File: config.mk
export PLATFORM = sky130hd
export DESIGN_NAME = timer8_waveform_control
export DESIGN_NICKNAME = d
export VERILOG_FILES = /design/src/include/timer8_pkg.sv /design/src/logic/compare_output_unit.sv /design/src/logic/timer8_waveform_control.sv
export SDC_FILE = /design/constraint.sdc
export NUM_CORES = 1
export LEC_CHECK = 0
export BUFFER_PORTS_ARGS = -buffer_cell sky130_fd_sc_hd__buf_2
export CORE_MARGIN = 4
export CORE_UTILIZATION = 45
export CTS_BUF_LIST = sky130_fd_sc_hd__clkbuf_2
export CTS_CLUSTER_DIAMETER = 50
export DETAILED_ROUTE_END_ITERATION = 8
export PLACE_DENSITY = 0.67
export SLEW_MARGIN = 20
export SYNTH_ARGS = -nofsm -noshare
export SYNTH_HDL_FRONTEND = slang
export SYNTH_SLANG_ARGS = --single-unit
File: constraint.sdc
create_clock -name pclk -period 4 [get_ports pclk]
set_input_delay 0.2 -clock pclk [delete_from_list [all_inputs] [get_ports pclk]]
set_output_delay 0.2 -clock pclk [all_outputs]
set_load 0.01 [all_outputs]
File: src/include/timer8_pkg.sv
/*
 * Constants and carrier types shared by the 8-bit timer waveform control block.
 * Assumes the compiler reads it before any file that imports it.
 */
package timer8_pkg;

    // register byte addresses on the APB slave
    localparam logic [7:0] ADDR_CTRL_A  = 8'h00;
    localparam logic [7:0] ADDR_CTRL_B  = 8'h04;
    localparam logic [7:0] ADDR_COUNT   = 8'h08;
    localparam logic [7:0] ADDR_CMP_A   = 8'h0c;
    localparam logic [7:0] ADDR_CMP_B   = 8'h10;
    localparam logic [7:0] ADDR_FLAGS   = 8'h14;
    localparam logic [7:0] ADDR_PIN_DIR = 8'h18;

    // timer_control_a fields
    localparam int CTRL_A_OUT_A_HI = 7;
    localparam int CTRL_A_OUT_A_LO = 6;
    localparam int CTRL_A_OUT_B_HI = 5;
    localparam int CTRL_A_OUT_B_LO = 4;
    localparam int CTRL_A_WAVE_HI  = 1;
    localparam int CTRL_A_WAVE_LO  = 0;
    localparam logic [7:0] CTRL_A_WMASK = 8'hf3;

    // timer_control_b, flag and pin direction fields
    localparam int CTRL_B_WAVE_HIGH = 3;
    localparam int FLAG_MATCH_A     = 0;
    localparam int FLAG_OVERFLOW    = 1;
    localparam int FLAG_MATCH_B     = 2;
    localparam int DIR_BIT_A        = 0;
    localparam int DIR_BIT_B        = 1;

    localparam logic [7:0] RESET_BYTE   = 8'h00;
    localparam logic [7:0] COUNT_MAX    = 8'hff;
    localparam logic [7:0] COUNT_BOTTOM = 8'h00;
    localparam logic [7:0] COUNT_STEP   = 8'h01;

    // waveform_select encodings
    localparam logic [2:0] WAVE_NORMAL   = 3'h0;
    localparam logic [2:0] WAVE_PHASE_FF = 3'h1;
    localparam logic [2:0] WAVE_CLEAR_A  = 3'h2;
    localparam logic [2:0] WAVE_FAST_FF  = 3'h3;
    localparam logic [2:0] WAVE_PHASE_A  = 3'h5;
    localparam logic [2:0] WAVE_FAST_A   = 3'h7;

    // compare output mode codes
    localparam logic [1:0] OUT_OFF    = 2'h0;
    localparam logic [1:0] OUT_TOGGLE = 2'h1;
    localparam logic [1:0] OUT_CLEAR  = 2'h2;
    localparam logic [1:0] OUT_SET    = 2'h3;

    typedef enum logic [1:0] {
        DIR_UP   = 2'b01,
        DIR_DOWN = 2'b10
    } count_dir_type;

    // per-channel view of one counter step
    typedef struct packed {
        logic tick;
        logic match;
        logic at_top;
        logic cmp_is_top;
        logic down;
        logic pwm;
        logic phase;
        logic wave_high;
    } wave_event_type;

endpackage : timer8_pkg

File: src/logic/compare_output_unit.sv
/*
 * One compare output: turns match and TOP events into the output level.
 * Assumes the parent qualifies every event with the timer tick.
 */
`timescale 1ns/10ps
module compare_output_unit #(
    parameter bit TOGGLE_IN_PWM = 1'b1
) (
    input  wire logic                      clk,
    input  wire logic                      rst_n,
    input  wire logic [1:0]                out_code,
    input  wire timer8_pkg::wave_event_type ev,
    output logic                           out_r
);
    import timer8_pkg::*;

    always_ff @(posedge clk or negedge rst_n) begin
        if (!rst_n) begin
            out_r <= 1'b0;
        end else if (ev.tick) begin
            if (!ev.pwm) begin
                if (ev.match) begin
                    case (out_code)
                        OUT_TOGGLE: out_r <= ~out_r;
                        OUT_CLEAR:  out_r <= 1'b0;
                        OUT_SET:    out_r <= 1'b1;
                        default:    out_r <= out_r;
                    endcase
                end
            end else if (out_code == OUT_TOGGLE) begin
                // channel b has no pwm toggle: code is reserved there
                if (ev.match && ev.wave_high && TOGGLE_IN_PWM) begin
                    out_r <= ~out_r;
                end
            end else if (out_code[1]) begin
                if (ev.match && !ev.cmp_is_top) begin
                    // up-count or fast match: clear for 10, set for 11
                    out_r <= (out_code == OUT_SET) ^ ev.down;
                end else if (ev.at_top && (ev.cmp_is_top || !ev.phase)) begin
                    out_r <= (out_code == OUT_CLEAR);
                end
            end
        end
    end
endmodule : compare_output_unit

File: src/logic/timer8_waveform_control.sv
/*
 * 8-bit timer with waveform modes, two compare outputs and an APB register slave.
 * Assumes timer_tick is a one-cycle enable from an outside prescaler, synchronous to pclk.
 */
// Chosen here: the APB interface to the registers and the placing of the registers.
`timescale 1ns/10ps
// Operation
// - counter runs on pclk; timer tick enables every step and every flag set
// - nonzero channel a output mode takes the pin; driver needs direction bit
// - non-pwm channel a codes: off, toggle, clear, set on match
// - fast pwm a: 10 clear on match set at top, 11 opposite, 01 toggle if high
// - phase pwm a: 10 clear up match set down match, 11 reverse, 01 toggle if high
// - pwm a: compare equal top with high bit set acts at top only
// - nonzero channel b output mode takes the pin; driver needs direction bit
// - non-pwm channel b codes: off, toggle, clear, set on match
// - fast pwm b: 01 reserved, 10 clear match set top, 11 reverse
// - phase pwm b: 01 reserved, 10 clear up set down, 11 reverse
// - pwm b: compare equal top with high bit set acts at top only
// - control a bits 3 and 2 are read-only zero
// - three-bit mode selects count sequence and top source
// - compare writes immediate in modes 0 and 2, buffered to top in pwm
// - overflow at max in 0,2,3; bottom in 1,5; top in 7
// - clear-on-match and fast mode 7 flag match a, clear counter next tick
// - fast pwm counts up to top then clears to bottom next tick
// - phase pwm counts up, turns at top without a hold, counts down, repeats
// - waveform high bit lives in control b bit 3, joins control a 1:0
module timer8_waveform_control #(
    parameter int ADDR_W = 8
) (
    input  wire logic              pclk,
    input  wire logic              presetn,
    input  wire logic              psel,
    input  wire logic              penable,
    input  wire logic              pwrite,
    input  wire logic [ADDR_W-1:0] paddr,
    input  wire logic [31:0]       pwdata,
    output logic      [31:0]       prdata,
    output logic                   pready,
    output logic                   pslverr,
    input  wire logic              timer_tick,
    output logic                   compare_out_a,
    output logic                   compare_out_b,
    output logic                   override_a,
    output logic                   override_b,
    output logic                   pin_a_oe_n,
    output logic                   pin_b_oe_n
);
    import timer8_pkg::*;

    logic [7:0]     ctrl_a_r;
    logic           wave_high_r;
    logic [7:0]     cnt_r;
    logic [7:0]     buf_a_r;
    logic [7:0]     buf_b_r;
    logic [7:0]     act_a_r;
    logic [7:0]     act_b_r;
    logic           flag_a_r;
    logic           flag_b_r;
    logic           ovf_r;
    logic           block_r;
    logic           dir_a_r;
    logic           dir_b_r;
    count_dir_type  dir_r;
    logic [31:0]    prdata_r;
    logic           pready_r;
    logic           pslverr_r;
    logic           override_a_r;
    logic           override_b_r;
    logic           pin_a_oe_n_r;
    logic           pin_b_oe_n_r;

    logic [7:0]     addr;
    logic [2:0]     wave_sel;
    logic           phase;
    logic           fast;
    logic           pwm;
    logic           top_from_a;
    logic [7:0]     cmp_a;
    logic [7:0]     cmp_b;
    logic [7:0]     top;
    logic           setup;
    logic           wr_en;
    logic           cnt_wr;
    logic           flag_wr;
    logic           at_top;
    logic           match_a;
    logic           match_b;
    logic           ovf_hit;
    logic [31:0]    rd_data;
    logic           rd_mapped;
    logic [1:0]     out_code [0:1];
    wave_event_type ev [0:1];
    logic [1:0]     out_pin;

    assign addr    = paddr[7:0];
    assign setup   = psel && !penable;
    assign wr_en   = psel && penable && pready_r && pwrite;
    assign cnt_wr  = wr_en && addr == ADDR_COUNT;
    assign flag_wr = wr_en && addr == ADDR_FLAGS;

    // mode decode
    assign wave_sel   = {wave_high_r, ctrl_a_r[CTRL_A_WAVE_HI:CTRL_A_WAVE_LO]};
    assign phase      = wave_sel == WAVE_PHASE_FF || wave_sel == WAVE_PHASE_A;
    assign fast       = wave_sel == WAVE_FAST_FF || wave_sel == WAVE_FAST_A;
    assign pwm        = phase || fast;
    assign top_from_a = wave_sel == WAVE_CLEAR_A || wave_sel == WAVE_PHASE_A
                        || wave_sel == WAVE_FAST_A;

    // non-pwm modes see the written value at once
    assign cmp_a  = pwm ? act_a_r : buf_a_r;
    assign cmp_b  = pwm ? act_b_r : buf_b_r;
    assign top    = top_from_a ? cmp_a : COUNT_MAX;
    assign at_top = timer_tick && cnt_r == top;

    // a counter write suppresses the compare on the following tick
    assign match_a = timer_tick && !block_r && cnt_r == cmp_a;
    assign match_b = timer_tick && !block_r && cnt_r == cmp_b;

    always_comb begin
        ovf_hit = 1'b0;
        if (timer_tick) begin
            if (phase) begin
                ovf_hit = cnt_r == COUNT_BOTTOM;
            end else if (wave_sel == WAVE_FAST_A) begin
                ovf_hit = cnt_r == top;
            end else begin
                ovf_hit = cnt_r == COUNT_MAX;
            end
        end
    end

    // counter and direction
    always_ff @(posedge pclk or negedge presetn) begin
        if (!presetn) begin
            cnt_r <= RESET_BYTE;
            dir_r <= DIR_UP;
        end else if (cnt_wr) begin
            cnt_r <= pwdata[7:0];
        end else if (timer_tick) begin
            if (phase) begin
                if (dir_r == DIR_UP) begin
                    if (cnt_r == top) begin
                        dir_r <= DIR_DOWN;
                        cnt_r <= cnt_r - COUNT_STEP;
                    end else begin
                        cnt_r <= cnt_r + COUNT_STEP;
                    end
                end else if (cnt_r == COUNT_BOTTOM) begin
                    dir_r <= DIR_UP;
                    cnt_r <= cnt_r + COUNT_STEP;
                end else begin
                    cnt_r <= cnt_r - COUNT_STEP;
                end
            end else begin
                dir_r <= DIR_UP;
                if ((top_from_a || fast) && cnt_r == top) begin
                    cnt_r <= COUNT_BOTTOM;
                end else begin
                    cnt_r <= cnt_r + COUNT_STEP;
                end
            end
        end
    end

    always_ff @(posedge pclk or negedge presetn) begin
        if (!presetn) begin
            block_r <= 1'b0;
        end else if (cnt_wr) begin
            block_r <= 1'b1;
        end else if (timer_tick) begin
            block_r <= 1'b0;
        end
    end

    // compare values: written buffer and active copy
    always_ff @(posedge pclk or negedge presetn) begin
        if (!presetn) begin
            buf_a_r <= RESET_BYTE;
            buf_b_r <= RESET_BYTE;
        end else if (wr_en && addr == ADDR_CMP_A) begin
            buf_a_r <= pwdata[7:0];
        end else if (wr_en && addr == ADDR_CMP_B) begin
            buf_b_r <= pwdata[7:0];
        end
    end

    always_ff @(posedge pclk or negedge presetn) begin
        if (!presetn) begin
            act_a_r <= RESET_BYTE;
            act_b_r <= RESET_BYTE;
        end else if (!pwm || at_top) begin
            act_a_r <= buf_a_r;
            act_b_r <= buf_b_r;
        end
    end

    // flags: write one clears, a same-cycle event wins
    always_ff @(posedge pclk or negedge presetn) begin
        if (!presetn) begin
            flag_a_r <= 1'b0;
            flag_b_r <= 1'b0;
            ovf_r    <= 1'b0;
        end else begin
            flag_a_r <= match_a || (flag_a_r && !(flag_wr && pwdata[FLAG_MATCH_A]));
            flag_b_r <= match_b || (flag_b_r && !(flag_wr && pwdata[FLAG_MATCH_B]));
            ovf_r    <= ovf_hit || (ovf_r && !(flag_wr && pwdata[FLAG_OVERFLOW]));
        end
    end

    // control registers
    always_ff @(posedge pclk or negedge presetn) begin
        if (!presetn) begin
            ctrl_a_r    <= RESET_BYTE;
            wave_high_r <= 1'b0;
            dir_a_r     <= 1'b0;
            dir_b_r     <= 1'b0;
        end else if (wr_en && addr == ADDR_CTRL_A) begin
            ctrl_a_r <= pwdata[7:0] & CTRL_A_WMASK;
        end else if (wr_en && addr == ADDR_CTRL_B) begin
            wave_high_r <= pwdata[CTRL_B_WAVE_HIGH];
        end else if (wr_en && addr == ADDR_PIN_DIR) begin
            dir_a_r <= pwdata[DIR_BIT_A];
            dir_b_r <= pwdata[DIR_BIT_B];
        end
    end

    // read mux
    always_comb begin
        rd_data   = 32'h0000_0000;
        rd_mapped = 1'b1;
        if (addr == ADDR_CTRL_A) begin
            rd_data[7:0] = ctrl_a_r;
        end else if (addr == ADDR_CTRL_B) begin
            rd_data[CTRL_B_WAVE_HIGH] = wave_high_r;
        end else if (addr == ADDR_COUNT) begin
            rd_data[7:0] = cnt_r;
        end else if (addr == ADDR_CMP_A) begin
            rd_data[7:0] = buf_a_r;
        end else if (addr == ADDR_CMP_B) begin
            rd_data[7:0] = buf_b_r;
        end else if (addr == ADDR_FLAGS) begin
            rd_data[FLAG_MATCH_A]  = flag_a_r;
            rd_data[FLAG_OVERFLOW] = ovf_r;
            rd_data[FLAG_MATCH_B]  = flag_b_r;
        end else if (addr == ADDR_PIN_DIR) begin
            rd_data[DIR_BIT_A] = dir_a_r;
            rd_data[DIR_BIT_B] = dir_b_r;
        end else begin
            rd_mapped = 1'b0;
        end
    end

    // zero wait states: read data is caught in the setup cycle, so a
    // counter read may be one pclk old by the end of the access
    always_ff @(posedge pclk or negedge presetn) begin
        if (!presetn) begin
            pready_r  <= 1'b0;
            pslverr_r <= 1'b0;
            prdata_r  <= 32'h0000_0000;
        end else begin
            pready_r  <= setup && !pready_r;
            pslverr_r <= setup && !pready_r && !rd_mapped;
            if (setup && !pwrite) begin
                prdata_r <= rd_data;
            end
        end
    end

    // pin control
    always_ff @(posedge pclk or negedge presetn) begin
        if (!presetn) begin
            override_a_r <= 1'b0;
            override_b_r <= 1'b0;
            pin_a_oe_n_r <= 1'b1;
            pin_b_oe_n_r <= 1'b1;
        end else begin
            override_a_r <= |ctrl_a_r[CTRL_A_OUT_A_HI:CTRL_A_OUT_A_LO];
            override_b_r <= |ctrl_a_r[CTRL_A_OUT_B_HI:CTRL_A_OUT_B_LO];
            pin_a_oe_n_r <= !(|ctrl_a_r[CTRL_A_OUT_A_HI:CTRL_A_OUT_A_LO] && dir_a_r);
            pin_b_oe_n_r <= !(|ctrl_a_r[CTRL_A_OUT_B_HI:CTRL_A_OUT_B_LO] && dir_b_r);
        end
    end

    assign out_code[0] = ctrl_a_r[CTRL_A_OUT_A_HI:CTRL_A_OUT_A_LO];
    assign out_code[1] = ctrl_a_r[CTRL_A_OUT_B_HI:CTRL_A_OUT_B_LO];

    genvar g;
    generate
        for (g = 0; g < 2; g++) begin : g_chan
            assign ev[g] = '{
                tick:       timer_tick,
                match:      g == 0 ? match_a : match_b,
                at_top:     at_top,
                cmp_is_top: out_code[g][1] && ((g == 0 ? cmp_a : cmp_b) == top),
                down:       dir_r == DIR_DOWN,
                pwm:        pwm,
                phase:      phase,
                wave_high:  wave_high_r
            };
            compare_output_unit #(
                .TOGGLE_IN_PWM (g == 0)
            ) u_out (
                .clk      (pclk),
                .rst_n    (presetn),
                .out_code (out_code[g]),
                .ev       (ev[g]),
                .out_r    (out_pin[g])
            );
        end
    endgenerate

    assign compare_out_a = out_pin[0];
    assign compare_out_b = out_pin[1];
    assign prdata        = prdata_r;
    assign pready        = pready_r;
    assign pslverr       = pslverr_r;
    assign override_a    = override_a_r;
    assign override_b    = override_b_r;
    assign pin_a_oe_n    = pin_a_oe_n_r;
    assign pin_b_oe_n    = pin_b_oe_n_r;
endmodule : timer8_waveform_control

---- Word-level counts from Yosys, hierarchy flattened ----
Index checks and enable logic that the tools add are counted.
storage, ports and cells
  bits of input ports ..................... 46
  bits in registers ....................... 71
  word-level logic and storage cells ...... 193
  output and inout bits ................... 40
  memories kept ........................... 0
  RAM bits ................................ 0
  bits in read-only memories .............. 0
  bits in latches ......................... 0
cells by class
  bitwise logic cells ..................... 8
  shifts and indexed selects .............. 0
  divide/modulo/power cells ............... 0
  multiply operators ...................... 0
  reduce and logical (&&, ||, !) cells .... 75
  $lt $le $gt $ge ......................... 0
  eq/ne operators ......................... 33
  add/sub/neg operators ................... 2
  multiplexer cells ....................... 52
operators by type and width
  operator                                                count
  2-to-1 mux 8 bit                                        13
  equality test 8 bit                                     5
  logical AND 1 bit                                       34
  2-to-1 mux 1 bit                                        27
  equality test 8 x 5 -> 1 bit (second input constant)    3
  equality test 8 x 4 -> 1 bit (second input constant)    2
  logical NOT 8 bit                                       2
  logical NOT 1 bit                                       14
  logical OR 1 bit                                        12
  2-to-1 mux 2 bit                                        6
  AND reduction 6 bit                                     2
  equality test 2 bit (second input constant)             5
  adder 8 x 1 -> 8 bit (second input constant)            1
  equality test 8 x 3 -> 1 bit (second input constant)    1
  equality test 8 bit (second input constant)             1
  nonzero test 4 bit                                      2
  subtractor 8 x 1 -> 8 bit (second input constant)       1
  equality test 2 x 1 -> 1 bit (second input constant)    3
  equality test 3 x 2 -> 1 bit (second input constant)    2
  equality test 3 bit (second input constant)             2
  2-to-1 mux 3 bit                                        2
  inequality test 3 x 1 -> 1 bit (second input constant)  2
  inequality test 3 bit (second input constant)           2
  inverter 1 bit                                          6
  13 further kinds                                        20

---- Logic depth before layout (Yosys ltp) ----
Gate-level depths: netlist of run 1.
  depth after elaboration ................. 14
  depth in mapped cells ................... 12

---- By module ----
A second synthesis of run 1 with hierarchy kept.
second synthesis, totals
  cells, all modules ...................... 471
  area, all modules ....................... 4675.7 sq um
by module, submodules not included
  module                                  cells each  sequential area each (sq um)  area an instance (sq um)  instances
  timer8_waveform_control                 434         1730.4                        4394.2                    1
  compare_output_unit at g_chan[0].u_out  19          25.0                          148.9                     1
  compare_output_unit at g_chan[1].u_out  18          25.0                          132.6                     1

---- Worst setup path after synthesis of run 1 ----
OpenSTA, ideal clock, no wires.
  kind .................................... register -> register
  start ................................... register ctrl_a_r[0]
  end ..................................... register g_chan[1].u_out.out_r
  arrival time ............................ 2.450 ns
  data required time ...................... 3.875 ns
  cell stages (with the launch flop) ...... 11
  slack ................................... 1.425 ns
  cells stage by stage .................... dfrtp_1 > buf_6 > buf_6 > or4b_4 > nand3_1 > nor4b_2 > o2111ai_1 > o31ai_1 > a21oi_1 > nor4_2 > mux2_4
between the ends
  cells in the longest elaborated chain, start to end .. 13
  elaborated cells on any way between the ends .. 34
RTL lines
  item                                                  RTL line                                                        RTL
  start: declaration                                    timer8_waveform_control.sv:50                                   logic [7:0] ctrl_a_r;
  start signal: assignment                              timer8_waveform_control.sv:218                                  ctrl_a_r <= pwdata[7:0] & CTRL_A_WMASK;
  equality test 3 x 1 -> 1 bit (tied with other cells)  timer8_waveform_control.sv:103                                  assign phase = wave_sel == WAVE_PHASE_FF || wave_sel == WAVE_PHASE_A;
  logical OR 1 bit (on tied branches)                   timer8_waveform_control.sv:103, timer8_waveform_control.sv:104
  logical OR 1 bit                                      timer8_waveform_control.sv:105                                  assign pwm = phase || fast;
  2-to-1 mux 8 bit                                      timer8_waveform_control.sv:110                                  assign cmp_a = pwm ? act_a_r : buf_a_r;
  2-to-1 mux 8 bit                                      timer8_waveform_control.sv:112                                  assign top = top_from_a ? cmp_a : COUNT_MAX;
  equality test 8 bit                                   timer8_waveform_control.sv:294                                  cmp_is_top: out_code[g][1] && ((g == 0 ? cmp_a : cmp_b) == top),
  logical AND 1 bit                                     timer8_waveform_control.sv:294
  logical NOT 1 bit                                     compare_output_unit.sv:36                                       if (ev.match && !ev.cmp_is_top) begin
  logical AND 1 bit                                     compare_output_unit.sv:36
  2-to-1 mux 1 bit                                      compare_output_unit.sv:36
  2-to-1 mux 1 bit                                      compare_output_unit.sv:35                                       end else if (out_code[1]) begin
  2-to-1 mux 1 bit                                      compare_output_unit.sv:30                                       end else if (out_code == OUT_TOGGLE) begin
  2-to-1 mux 1 bit                                      compare_output_unit.sv:21                                       if (!ev.pwm) begin
  end signal: assignment                                compare_output_unit.sv:24                                       OUT_TOGGLE: out_r <= ~out_r;
  end signal: assignment                                compare_output_unit.sv:33                                       out_r <= ~out_r;
  end signal: assignment                                compare_output_unit.sv:38                                       out_r <= (out_code == OUT_SET) ^ ev.down;
  end: declaration                                      compare_output_unit.sv:13                                       output logic out_r
Several ways; a longest one is shown, not always the timed one. The select of a mux whose other input is x is not followed.
A chain may end at the register's enable or synchronous reset.

---- Final worst setup path of run 1 ----
  start ................................... register ctrl_a_r[0]
  end ..................................... register cnt_r[6]
between the ends
  cells in the longest elaborated chain, start to end .. 11
  elaborated cells on any way between the ends .. 21
RTL lines
  item                                                          RTL line                                                        RTL
  equality test 3 x 1 -> 1 bit (tied with other cells)          timer8_waveform_control.sv:103
  logical OR 1 bit (on tied branches)                           timer8_waveform_control.sv:103, timer8_waveform_control.sv:104
  logical OR 1 bit                                              timer8_waveform_control.sv:105
  2-to-1 mux 8 bit                                              timer8_waveform_control.sv:110
  2-to-1 mux 8 bit                                              timer8_waveform_control.sv:112
  equality test 8 bit                                           timer8_waveform_control.sv:142, timer8_waveform_control.sv:156
  2-to-1 mux 8 bit / logical AND 1 bit (equally long branches)  timer8_waveform_control.sv:142, timer8_waveform_control.sv:156
  2-to-1 mux 8 bit (on tied branches)                           timer8_waveform_control.sv:141, timer8_waveform_control.sv:156
  2-to-1 mux 8 bit (*)                                          timer8_waveform_control.sv:140                                  if (phase) begin
  2-to-1 mux 8 bit (*)                                          timer8_waveform_control.sv:139                                  end else if (timer_tick) begin
  2-to-1 mux 8 bit (*)                                          timer8_waveform_control.sv:137                                  end else if (cnt_wr) begin
  end signal: assignment                                        timer8_waveform_control.sv:138                                  cnt_r <= pwdata[7:0];
  end signal: assignment                                        timer8_waveform_control.sv:144                                  cnt_r <= cnt_r - COUNT_STEP;
  end signal: assignment                                        timer8_waveform_control.sv:146                                  cnt_r <= cnt_r + COUNT_STEP;
  end: declaration                                              timer8_waveform_control.sv:52                                   logic [7:0] cnt_r;
Every way passes the cells marked *; elsewhere a longest branch is shown, timed or not. The select of a mux whose other input is x is not followed.

==> metrics.txt, run 1 <==
Buf/Inv on CP=1; CTS Buffer Depth=2; Die ar.=between 10000 and 15000 um^2; largest net degree at the start of global routing=45; Detail Placement HPWL=between 9000 and 10000 um; startpoint types=flop; Reg power frac=0.496; # setup viols final=0; CTS tree=yes; met1 Usage GRT=0.310; clock slew at reported path FFs=roughly 0.21 ns; height of the die=roughly 110 um; CTS buffer count=9; crit-path cells=buf_4 > mux2i_1 > xnor2_1 > nand3_1 > o211a_2 > or2_0 > a311oi_1 > mux2i_1 > nand2_1; part of the Yosys area used for sequential elements=0.369; count leader, synth=dfrtp_1; complex-gate fraction of the synthesized area=0.159; Final Core Density=0.510; via count=4143; I/O Buffers=37; 1st-iter DRT viols=305; Post-Synth Simple-Gate Area=0.189; normalized max-slew margin=0.376; FMAX=298 MHz; share of post-route cells with drive strength above 1=0.229; final global-route overflow total=0; mapped cell area=around 4800 um^2; ranking of synthesized cells by area=dfrtp_1 (35%), mux2_2 (10%), mux2i_1 (5.0%); wire length per cell=~19 um; most used cell, CP=mux2i_1; mux cell area share after synthesis=0.158; most frequent cells after synthesis=dfrtp_1 (68), mux2_2 (45), nand2_1 (38), nor2_1 (38); post-CTS sizing=0; TritonRoute pass-1 iters=5; worst min path class=in2reg; Worst Path Max Fanout=20; busiest layer in global routing=met2; Worst path slowest cell=dfrtp_1; placed cell count=approximately 670; synthesized flop and latch total=71; Worst Path Required=roughly 4.5 ns; pin slew with the least headroom to its limit=0.937 ns; max cap viols=0; post-route antenna net violation count=0; post-synthesis async set-or-reset flop share=1.00; CP arrival=between 3 and 4 ns; # clock sinks=71; Synth Area in Adders=0.00778; RD Place Congestion=~0.96; I/O pins=86; number of global-route vias before repair=slightly below 4000; Worst Path Class, Setup=reg2reg; Cell Int Power=between 1 and 1.5 mW; Post-synth EDFFs=0; power density cells=about 320 nW/um^2; Leak=roughly 2.3 nW; Die W=about 110 um; max incr delay on CP=1.00 ns; Setup Fix Bufs, Post-CTS=0; Root Buffer=clkbuf_2; fin nets=about 610; Layout fillers=around 1000; Post-Route WL=around 13000 um; clock group share of total power=0.285; vias per cell=5.92; count of cell types in the netlist=70; final non-filler cell total=700; routing usage on met2=0.330; Layout area overhead=9.67%; main combinational cell family by area after synthesis=simple AND/OR/NAND/NOR gates; Comb pwr share=0.219; met3 usage=0.0342; top cell type's share of synthesized area=0.353; drc violations=0; switching power=between 500 and 600 uW; fin crit share=0.838; hold_buf cts=10; cell row count=37; core footprint=between 10000 and 15000 um^2; initial antenna violation count=1; setup TNS=0 ns; Sw Ratio=0.338; cell accounting for the most synthesized area=dfrtp_1; Starting Density=0.465; Setup WS pre-CTS=between 0.7 and 0.8 ns; placed cell areas=5030 um^2; min cycle time layout=approximately 3.4 ns; first-pass GRT wire length=about 21000 um; GRT Util Overall=0.216; Worst Skew=approximately 0.033 ns; status=completed; kind of cell adding the most delay to the critical path=flip-flops; H-tree depth=3; Max Slew Vio Count=0; Peak VDD IR=roughly 0.00014 V; yosys warns=0; Avg Cell Area, Syn=approximately 9.4 um^2; setup ws final=around 0.65 ns; Fin. Hold Viols=0; XOR/XNOR Fraction of Synth Area=0.0417; worst skew pair latency=between 0.5 and 0.6 ns; Finished Cell Area=5290 um^2; CP endpoint kind=flop; unrepaired setup endpoints after global routing=false; ys flop type=dfrtp_1; post-synthesis cell count=514
-- per-stage QoR --
step	power (mW)	hold slack [ns]
after floorplan	1.11	-0.0956
after global placement	1.21	0.404
after detailed placement	1.22	0.414
after CTS	1.70	0.0112
after global routing	1.80	0.0224
final	1.70	0.0474
-- cells in the final DEF (no fill, tap or decap), types with 3 or more instances in the layout --
cell / count
dfrtp_1: 68
mux2_2: 45
nor2_1: 38
nand2_1: 38
buf_2: 36
a21oi_1: 26
mux2i_1: 24
o21ai_0: 24
conb_1: 24
xnor2_1: 21
inv_1: 17
nand3_1: 14
a22oi_1: 14
nor3_1: 12
dlygate4sd3_1: 12
nand2b_1: 10
clkbuf_2: 10
nor4_1: 9
buf_4: 9
nor3b_1: 8
nand4_1: 7
o22ai_1: 7
a22o_1: 6
nor2b_1: 5
and3_1: 5
or2_2: 4
a21o_1: 4
a31oi_1: 3
o31ai_1: 3
a211oi_1: 3
ha_1: 3
dfstp_2: 3
-- flip-flops by register name (all words and copies together) (netlist names) --
name                count
act_a_r                 8
act_b_r                 8
buf_a_r                 8
buf_b_r                 8
cnt_r                   8
prdata                  8
ctrl_a_r                6
dir_r                   2
g_chan.u_out.out_r      2
block_r                 1
dir_a_r                 1
dir_b_r                 1
flag_a_r                1
flag_b_r                1
override_a              1
override_b              1
ovf_r                   1
pin_a_oe_n              1
pin_b_oe_n              1
pready                  1
pslverr                 1
wave_high_r             1
-- per-layer routing --
metal	part of all wire	vias up	wire (um)
li1	-	1924	-
met1	0.46	2045	6200
met2	0.45	150	6070
met3	0.058	24	772
met4	0.023	0	304
met5	0	-	0
-- cell type report --
cell class	count	area [um^2]	share of cell area
multi-input cells	401	2770	0.523
flip-flops and latches	71	1780	0.336
repair buffers	57	368	0.0695
well taps	136	170	0.0321
clock inverters	6	85.1	0.0161
inverters	18	67.6	0.0128
clock buffers	10	50.0	0.00945
diodes	1	2.50	0.000473
-- cells by family (layout without fill, tap and decap cells) --
family,Yosys count,in the layout
AOI/OAI and AO/OA,113,113
xor gates and xnor gates,23,23
and+or+nand+nor,168,168
other,1,25
muxes,70,70
DFF,71,71
buffers and inverters,65,91
adders and majority gates,3,3
-- power by group through the flow --
stage | clock [mW] | sequential [mW] | combinational, mW
final | 0.485 | 0.843 | 0.372
after detailed placement | 0 | 0.853 | 0.362
after floorplan | 0 | 0.815 | 0.293
after global placement | 0 | 0.854 | 0.355
after CTS | 0.488 | 0.841 | 0.370
after global routing | 0.531 | 0.853 | 0.411
-- path summary, 6_finish.rpt --
kind,start,end,slack (ns),cells after the start
setup reg to reg,ctrl_a_r[0],cnt_r[6],0.65,9
max in group asynchronous,presetn,pin_a_oe_n,3.01,3
min in group asynchronous,presetn,cnt_r[1],0.15,2
hold reg to reg,dir_a_r,pin_a_oe_n,0.46,1
setup / recovery,ctrl_a_r[0],cnt_r[6],0.65,9
hold / removal,pwdata[4],ctrl_a_r[4],0.05,2
-- worst reg2reg max path: cells and delay by family, from the launching register on --
kind	cells	cell delay [ns]
muxes	2	0.52
xor gates and xnor gates	1	0.21
DFF	1	1.00
and+or+nand+nor	3	0.53
AOI/OAI and AO/OA	2	0.72
buffers and inverters	1	0.30
Power figures use the tool's default switching activity.
==> run 2: changes to the inputs <==
Settings changed: PLACE_DENSITY 0.67 to 0.69.
Clock period 4 ns to 2.7 ns, I/O delays scaled along.
==> run 2 against run 1 <==
  * The flow now finishes with violations (negative setup slack)
  * Final cell count is 7.7% higher
  * Clock skew down 0.0064 ns
  * Combinational power is 84% higher
  * Global-route usage is 1.0 points higher
  * Critical path depth up 3
  * Largest power group unchanged
==> metrics.txt, run 2 (synthesis results as in run 1) <==
worst skew pair latency=0.56 ns (about the same); Sw Ratio=0.381 (+0.0431); 1st-iter DRT viols=427 (+40%); startpoint types=flop; fin nets=662 (+9.1%); Worst path slowest cell=dfrtp_1; largest net degree at the start of global routing=72 (+60%); Cell Int Power=1.58 mW (+41%); cell row count=37 (unchanged); Layout area overhead=25.0%; kind of cell adding the most delay to the critical path=simple AND/OR/NAND/NOR gates; CTS buffer count=9 (unchanged); failing checks=negative setup slack; Root Buffer=clkbuf_2; Comb pwr share=0.268 (+0.049); Max Slew Vio Count=0 (unchanged); I/O Buffers=37 (unchanged); setup ws final=-0.0411 ns (-0.689 ns); unrepaired setup endpoints after global routing=true; worst min path class=in2reg; FF-to-FF setup slack=-0.04 ns (-0.69 ns); # clock sinks=71 (unchanged); placed cell areas=5290 um^2 (+5.1%); max incr delay on CP=0.47 ns (-0.53 ns); Peak VDD IR=0.000220 V (+54%); status=finished with violations; first-pass GRT wire length=22500 um (+6.7%); Buf/Inv on CP=4 (+3); wire length per cell=19.9 um (+4.1%); min cycle time layout=2.74 ns (-0.611 ns); switching power=974 uW (+69%); I/O pins=86 (unchanged); Fin. Hold Viols=0 (unchanged); Worst Path Required=3.19 ns (-1.29 ns); worst hold margin=0.0496 ns (+0.00218 ns); initial antenna violation count=0 (-1); crit-path cells=buf_4 > and2_1 > nor2_1 > a211oi_2 > buf_4 > o211ai_4 > buf_4 > buf_4 > nor4_1 > a211oi_1 > mux2i_1 > nand2_1; vias per cell=5.94 (+0.43%); Finished Cell Area=6040 um^2 (+14%); number of global-route vias before repair=4161 (+7.3%); CP endpoint kind=flop; Post-Route WL=15000 um (+12%); most used cell, CP=buf_4; Starting Density=0.465 (unchanged); Die ar.=12400 um^2 (unchanged); height of the die=112 um (unchanged); max cap viols=0 (unchanged); pin slew with the least headroom to its limit=0.921 ns (-0.0156 ns); CP arrival=3.23 ns (-0.60 ns); Worst Path Max Fanout=7 (-65%); CTS tree=yes; clock slew at reported path FFs=0.25 ns (+0.04 ns); core footprint=10400 um^2 (unchanged); Final Core Density=0.582 (+0.0715); Detail Placement HPWL=10600 um (+8.1%); Diodes inserted=0 (-1); RD Place Congestion=0.954 (-0.84%); FMAX=365 MHz (+22%); setup TNS=-0.105 ns (-0.105 ns); TritonRoute pass-1 iters=5 (unchanged); share of post-route cells with drive strength above 1=0.346 (+0.117); Worst Path Class, Setup=reg2reg; fin crit share=1.02 (+0.177); Worst Skew=0.0263 ns (-0.00638 ns); post-route antenna net violation count=0 (unchanged); Reg power frac=0.485 (-0.011); via count=4482 (+8.2%); normalized max-slew margin=0.386 (+0.0104); Leak=2.64 nW (+15%); CTS Buffer Depth=2 (unchanged); Setup WS pre-CTS=-0.102 ns (-0.819 ns); final global-route overflow total=0 (unchanged); drc violations=0 (unchanged); most frequent cells in the layout=dfrtp_1 (66), buf_4 (53), nor2_1 (38), nand2_1 (38), buf_2 (37); commonest non-fill, non-tap cell in the layout=dfrtp_1; Die W=112 um (unchanged); H-tree depth=3 (unchanged); clock group share of total power=0.247 (-0.038); # setup viols final=3 (+3); GRT Util Overall=0.227 (+0.0105); power density cells=423 nW/um^2 (+32%)
[run 2: cell types whose count changed in the layout (fill, tap and decap cells not counted), moves of 3 or more]
cell	before	now
buf_4	9	53
buf_6	0	4
dlygate4sd3_1	12	15
inv_6	0	3
mux2_2	45	36
mux2_4	1	10
mux2i_1	24	15
mux2i_2	0	7
[run 2: final cells by class]
cell class,count,area (um^2)
well taps,136,170
clock inverters,7,73.8
flip-flops and latches,71,1780
repair buffers,112,838
clock buffers,9,45.0
inverters,18,67.6
multi-input cells,401,3060
fillers,918,4330
[run 2: metal layers]
layer	vias up	GRT usage	wire length (um)
met5	-	0	0
met4	0	0.0673	328
met2	235	0.377	7210
li1	2026	-	-
met1	2188	0.295	5980
met3	33	0.0533	1460
[run 2: worst paths after layout]
kind / start / to / cells past startpoint
hold / removal: pwrite / prdata[4] / 4
setup / recovery: wave_high_r / cnt_r[4] / 12
setup reg to reg: wave_high_r / cnt_r[4] / 12
max in group asynchronous: presetn / ctrl_a_r[0] / 3
hold reg to reg: dir_a_r / pin_a_oe_n / 1
min in group asynchronous: presetn / g_chan[1].u_out.out_r / 3
[run 2: worst register-to-register path: stages, from the launching register on]
cell	delay [ns]
dfrtp_1	0.47
buf_4	0.19
and2_1	0.22
nor2_1	0.35
a211oi_2	0.06
buf_4	0.17
o211ai_4	0.27
buf_4	0.17
buf_4	0.11
nor4_1	0.05
a211oi_1	0.32
mux2i_1	0.23
nand2_1	0.07
[run 2: what timing repair did]
| action | CTS | global route |
|---|---|---|
| hold buffers | 15 | 0 |
| gates cloned | 0 | 1 |
| setup endpoints to repair | 16 | 25 |
| hold endpoints to repair | 106 | 0 |
| setup buffers | 2 | 15 |
| gates resized for setup | 14 | 51 |
| pin swaps | 2 | 18 |
[run 2: power groups by stage]
| stage | Clock (mW) | Combinational (mW) | Sequential [mW] |
|---|---|---|---|
| finish | 0.632 | 0.685 | 1.24 |
| global route | 0.703 | 0.746 | 1.25 |
| CTS | 0.658 | 0.623 | 1.23 |
| detailed placement | 0 | 0.604 | 1.25 |
| global placement | 0 | 0.586 | 1.25 |
| floorplan | 0 | 0.435 | 1.21 |
[run 2: metrics by stage]
| step | power, mW | cells |
|---|---|---|
| finish | 2.56 | 754 |
| detailed placement | 1.85 | 705 |
| global route | 2.70 | 754 |
| global placement | 1.83 | 705 |
| CTS | 2.51 | 738 |
| floorplan | 1.64 | 537 |
==> run 3: changes to the inputs <==
Settings changed: BUFFER_PORTS_ARGS -buffer_cell sky130_fd_sc_hd__buf_2 to not set, DONT_BUFFER_PORTS set to 1, PLACE_DENSITY 0.69 to not set.
==> run 3 against run 2 <==
  * The flow now finishes without violations
  * First-iteration DRC count decreased by 15%
  * Critical endpoint is now cnt_r[5]
  * Sequential share of layout area is 1.2 points higher
  * Core utilization is 2.4 points lower
  * Non-clock buffer count shrank 33
  * Total power increased by 3.3%
==> metrics.txt, run 3 (synthesis results as in run 1) <==
FMAX=373 MHz (+2.2%); Starting Density=0.465 (unchanged); Worst Skew=0.0341 ns (+0.00775 ns); normalized max-slew margin=0.411 (+0.0252); Die W=112 um (unchanged); Worst Path Class, Setup=reg2reg; Root Buffer=clkbuf_2; fin crit share=0.993 (-0.0218); I/O Buffers=0 (-100%); wire length per cell=21.3 um (+7.3%); Die ar.=12400 um^2 (unchanged); initial antenna violation count=2 (+2); worst min path class=in2reg; Worst Path Max Fanout=5 (-2); status=completed; Peak VDD IR=0.000308 V (+40%); post-route antenna net violation count=0 (unchanged); TritonRoute pass-1 iters=5 (unchanged); setup ws final=0.0177 ns (+0.0587 ns); share of post-route cells with drive strength above 1=0.291 (-0.0557); Max Slew Vio Count=0 (unchanged); Leak=2.48 nW (-6.0%); CTS tree=yes; power density cells=456 nW/um^2 (+7.7%); Final Core Density=0.558 (-0.0236); 1st-iter DRT viols=365 (-15%); cell row count=37 (unchanged); largest net degree at the start of global routing=72 (unchanged); CP arrival=3.13 ns (-0.10 ns); commonest non-fill, non-tap cell in the layout=dfrtp_1; Setup WS pre-CTS=-0.0954 ns (+0.00660 ns); Finished Cell Area=5790 um^2 (-4.1%); via count=4282 (-4.5%); height of the die=112 um (unchanged); CP endpoint kind=flop; min cycle time layout=2.68 ns (-0.0587 ns); unrepaired setup endpoints after global routing=true; Detail Placement HPWL=10800 um (+2.2%); first-pass GRT wire length=23800 um (+5.9%); Layout area overhead=20.0%; worst skew pair latency=0.54 ns (-0.02 ns); # clock sinks=71 (unchanged); clock slew at reported path FFs=0.23 ns (-0.02 ns); CTS buffer count=9 (unchanged); most frequent cells in the layout=dfrtp_1 (67), buf_4 (52), mux2_2 (45); Fin. Hold Viols=0 (unchanged); # setup viols final=0 (-3); placed cell areas=5180 um^2 (-2.0%); CTS Buffer Depth=2 (unchanged); H-tree depth=3 (unchanged); pin slew with the least headroom to its limit=0.880 ns (-0.0410 ns); I/O pins=86 (unchanged); max cap viols=0 (unchanged); Worst Path Required=3.15 ns (-0.04 ns); number of global-route vias before repair=4163 (+0.048%); startpoint types=flop; RD Place Congestion=0.948 (-0.64%); core footprint=10400 um^2 (unchanged); Post-Route WL=15400 um (+2.8%); GRT Util Overall=0.244 (+0.0176); fin nets=629 (-5.0%); vias per cell=5.93 (-0.23%); drc violations=0 (unchanged); final global-route overflow total=0 (unchanged)
## run 3: cell types whose count changed in the layout (fill, tap and decap cells not counted), moves of 7 or more
cell / before / now
buf_2: 37 / 0
dlygate4sd3_1: 15 / 22
mux2_2: 36 / 45
mux2_4: 10 / 1
## run 3: layout make-up
class | count | area (um^2)
clock buffers | 10 | 50.0
flip-flops and latches | 71 | 1780
multi-input cells | 401 | 2930
diodes | 1 | 2.50
inverters | 18 | 67.6
well taps | 136 | 170
fillers | 956 | 4580
repair buffers | 79 | 692
clock inverters | 6 | 93.8
## run 3: power breakdown
group | internal (mW) | switching, mW
Combinational | 0.299 | 0.358
Clock | 0.317 | 0.425
Sequential | 1.13 | 0.109
## run 3: worst max-delay path, cell delays in order, from the launching register on
cell and delay (ns):
dfrtp_2 0.50, buf_4 0.16, buf_4 0.13, and3b_2 0.23, o21ai_1 0.17, nor3b_4 0.22
buf_4 0.13, o2111ai_1 0.18, o21ai_2 0.22, mux2_2 0.37, a22o_1 0.18, a21o_1 0.15
## run 3: final timing paths
path | start | end | slack, ns | depth (start not counted)
min in group asynchronous | presetn | ovf_r | 0.10 | 2
worst min register to register | dir_b_r | pin_b_oe_n | 0.45 | 1
max in group asynchronous | presetn | act_a_r[1] | 2.28 | 2
worst max-delay path | wave_high_r | cnt_r[5] | 0.02 | 11
worst max register to register | wave_high_r | cnt_r[5] | 0.02 | 11
worst min-delay path | paddr[4] | prdata[0] | 0.03 | 4
## run 3: timing repair
| action | CTS | global route |
|---|---|---|
| gates resized for setup | 11 | 28 |
| setup buffers | 3 | 2 |
| setup endpoints to repair | 22 | 24 |
| hold endpoints to repair | 121 | 0 |
| hold buffers | 23 | 0 |
| pin swaps | 2 | 8 |
## run 3: routing by layer
layer	vias to the layer above	track usage	part of all wire
li1	1963	-	-
met2	164	0.388	0.47
met4	4	0.0754	0.028
met1	2118	0.335	0.43
met5	-	0	0.0018
met3	33	0.0522	0.075
## run 3: per-stage QoR
stage | total power, mW | cells | setup TNS, ns | hold slack [ns]
global route | 2.78 | 721 | -0.914 | 0.0112
detailed placement | 1.80 | 677 | -1.06 | -0.158
floorplan | 1.64 | 537 | 0 | -0.161
CTS | 2.61 | 719 | 0 | 0.0106
global placement | 1.79 | 677 | -0.344 | -0.158
finish | 2.64 | 722 | 0 | 0.0253
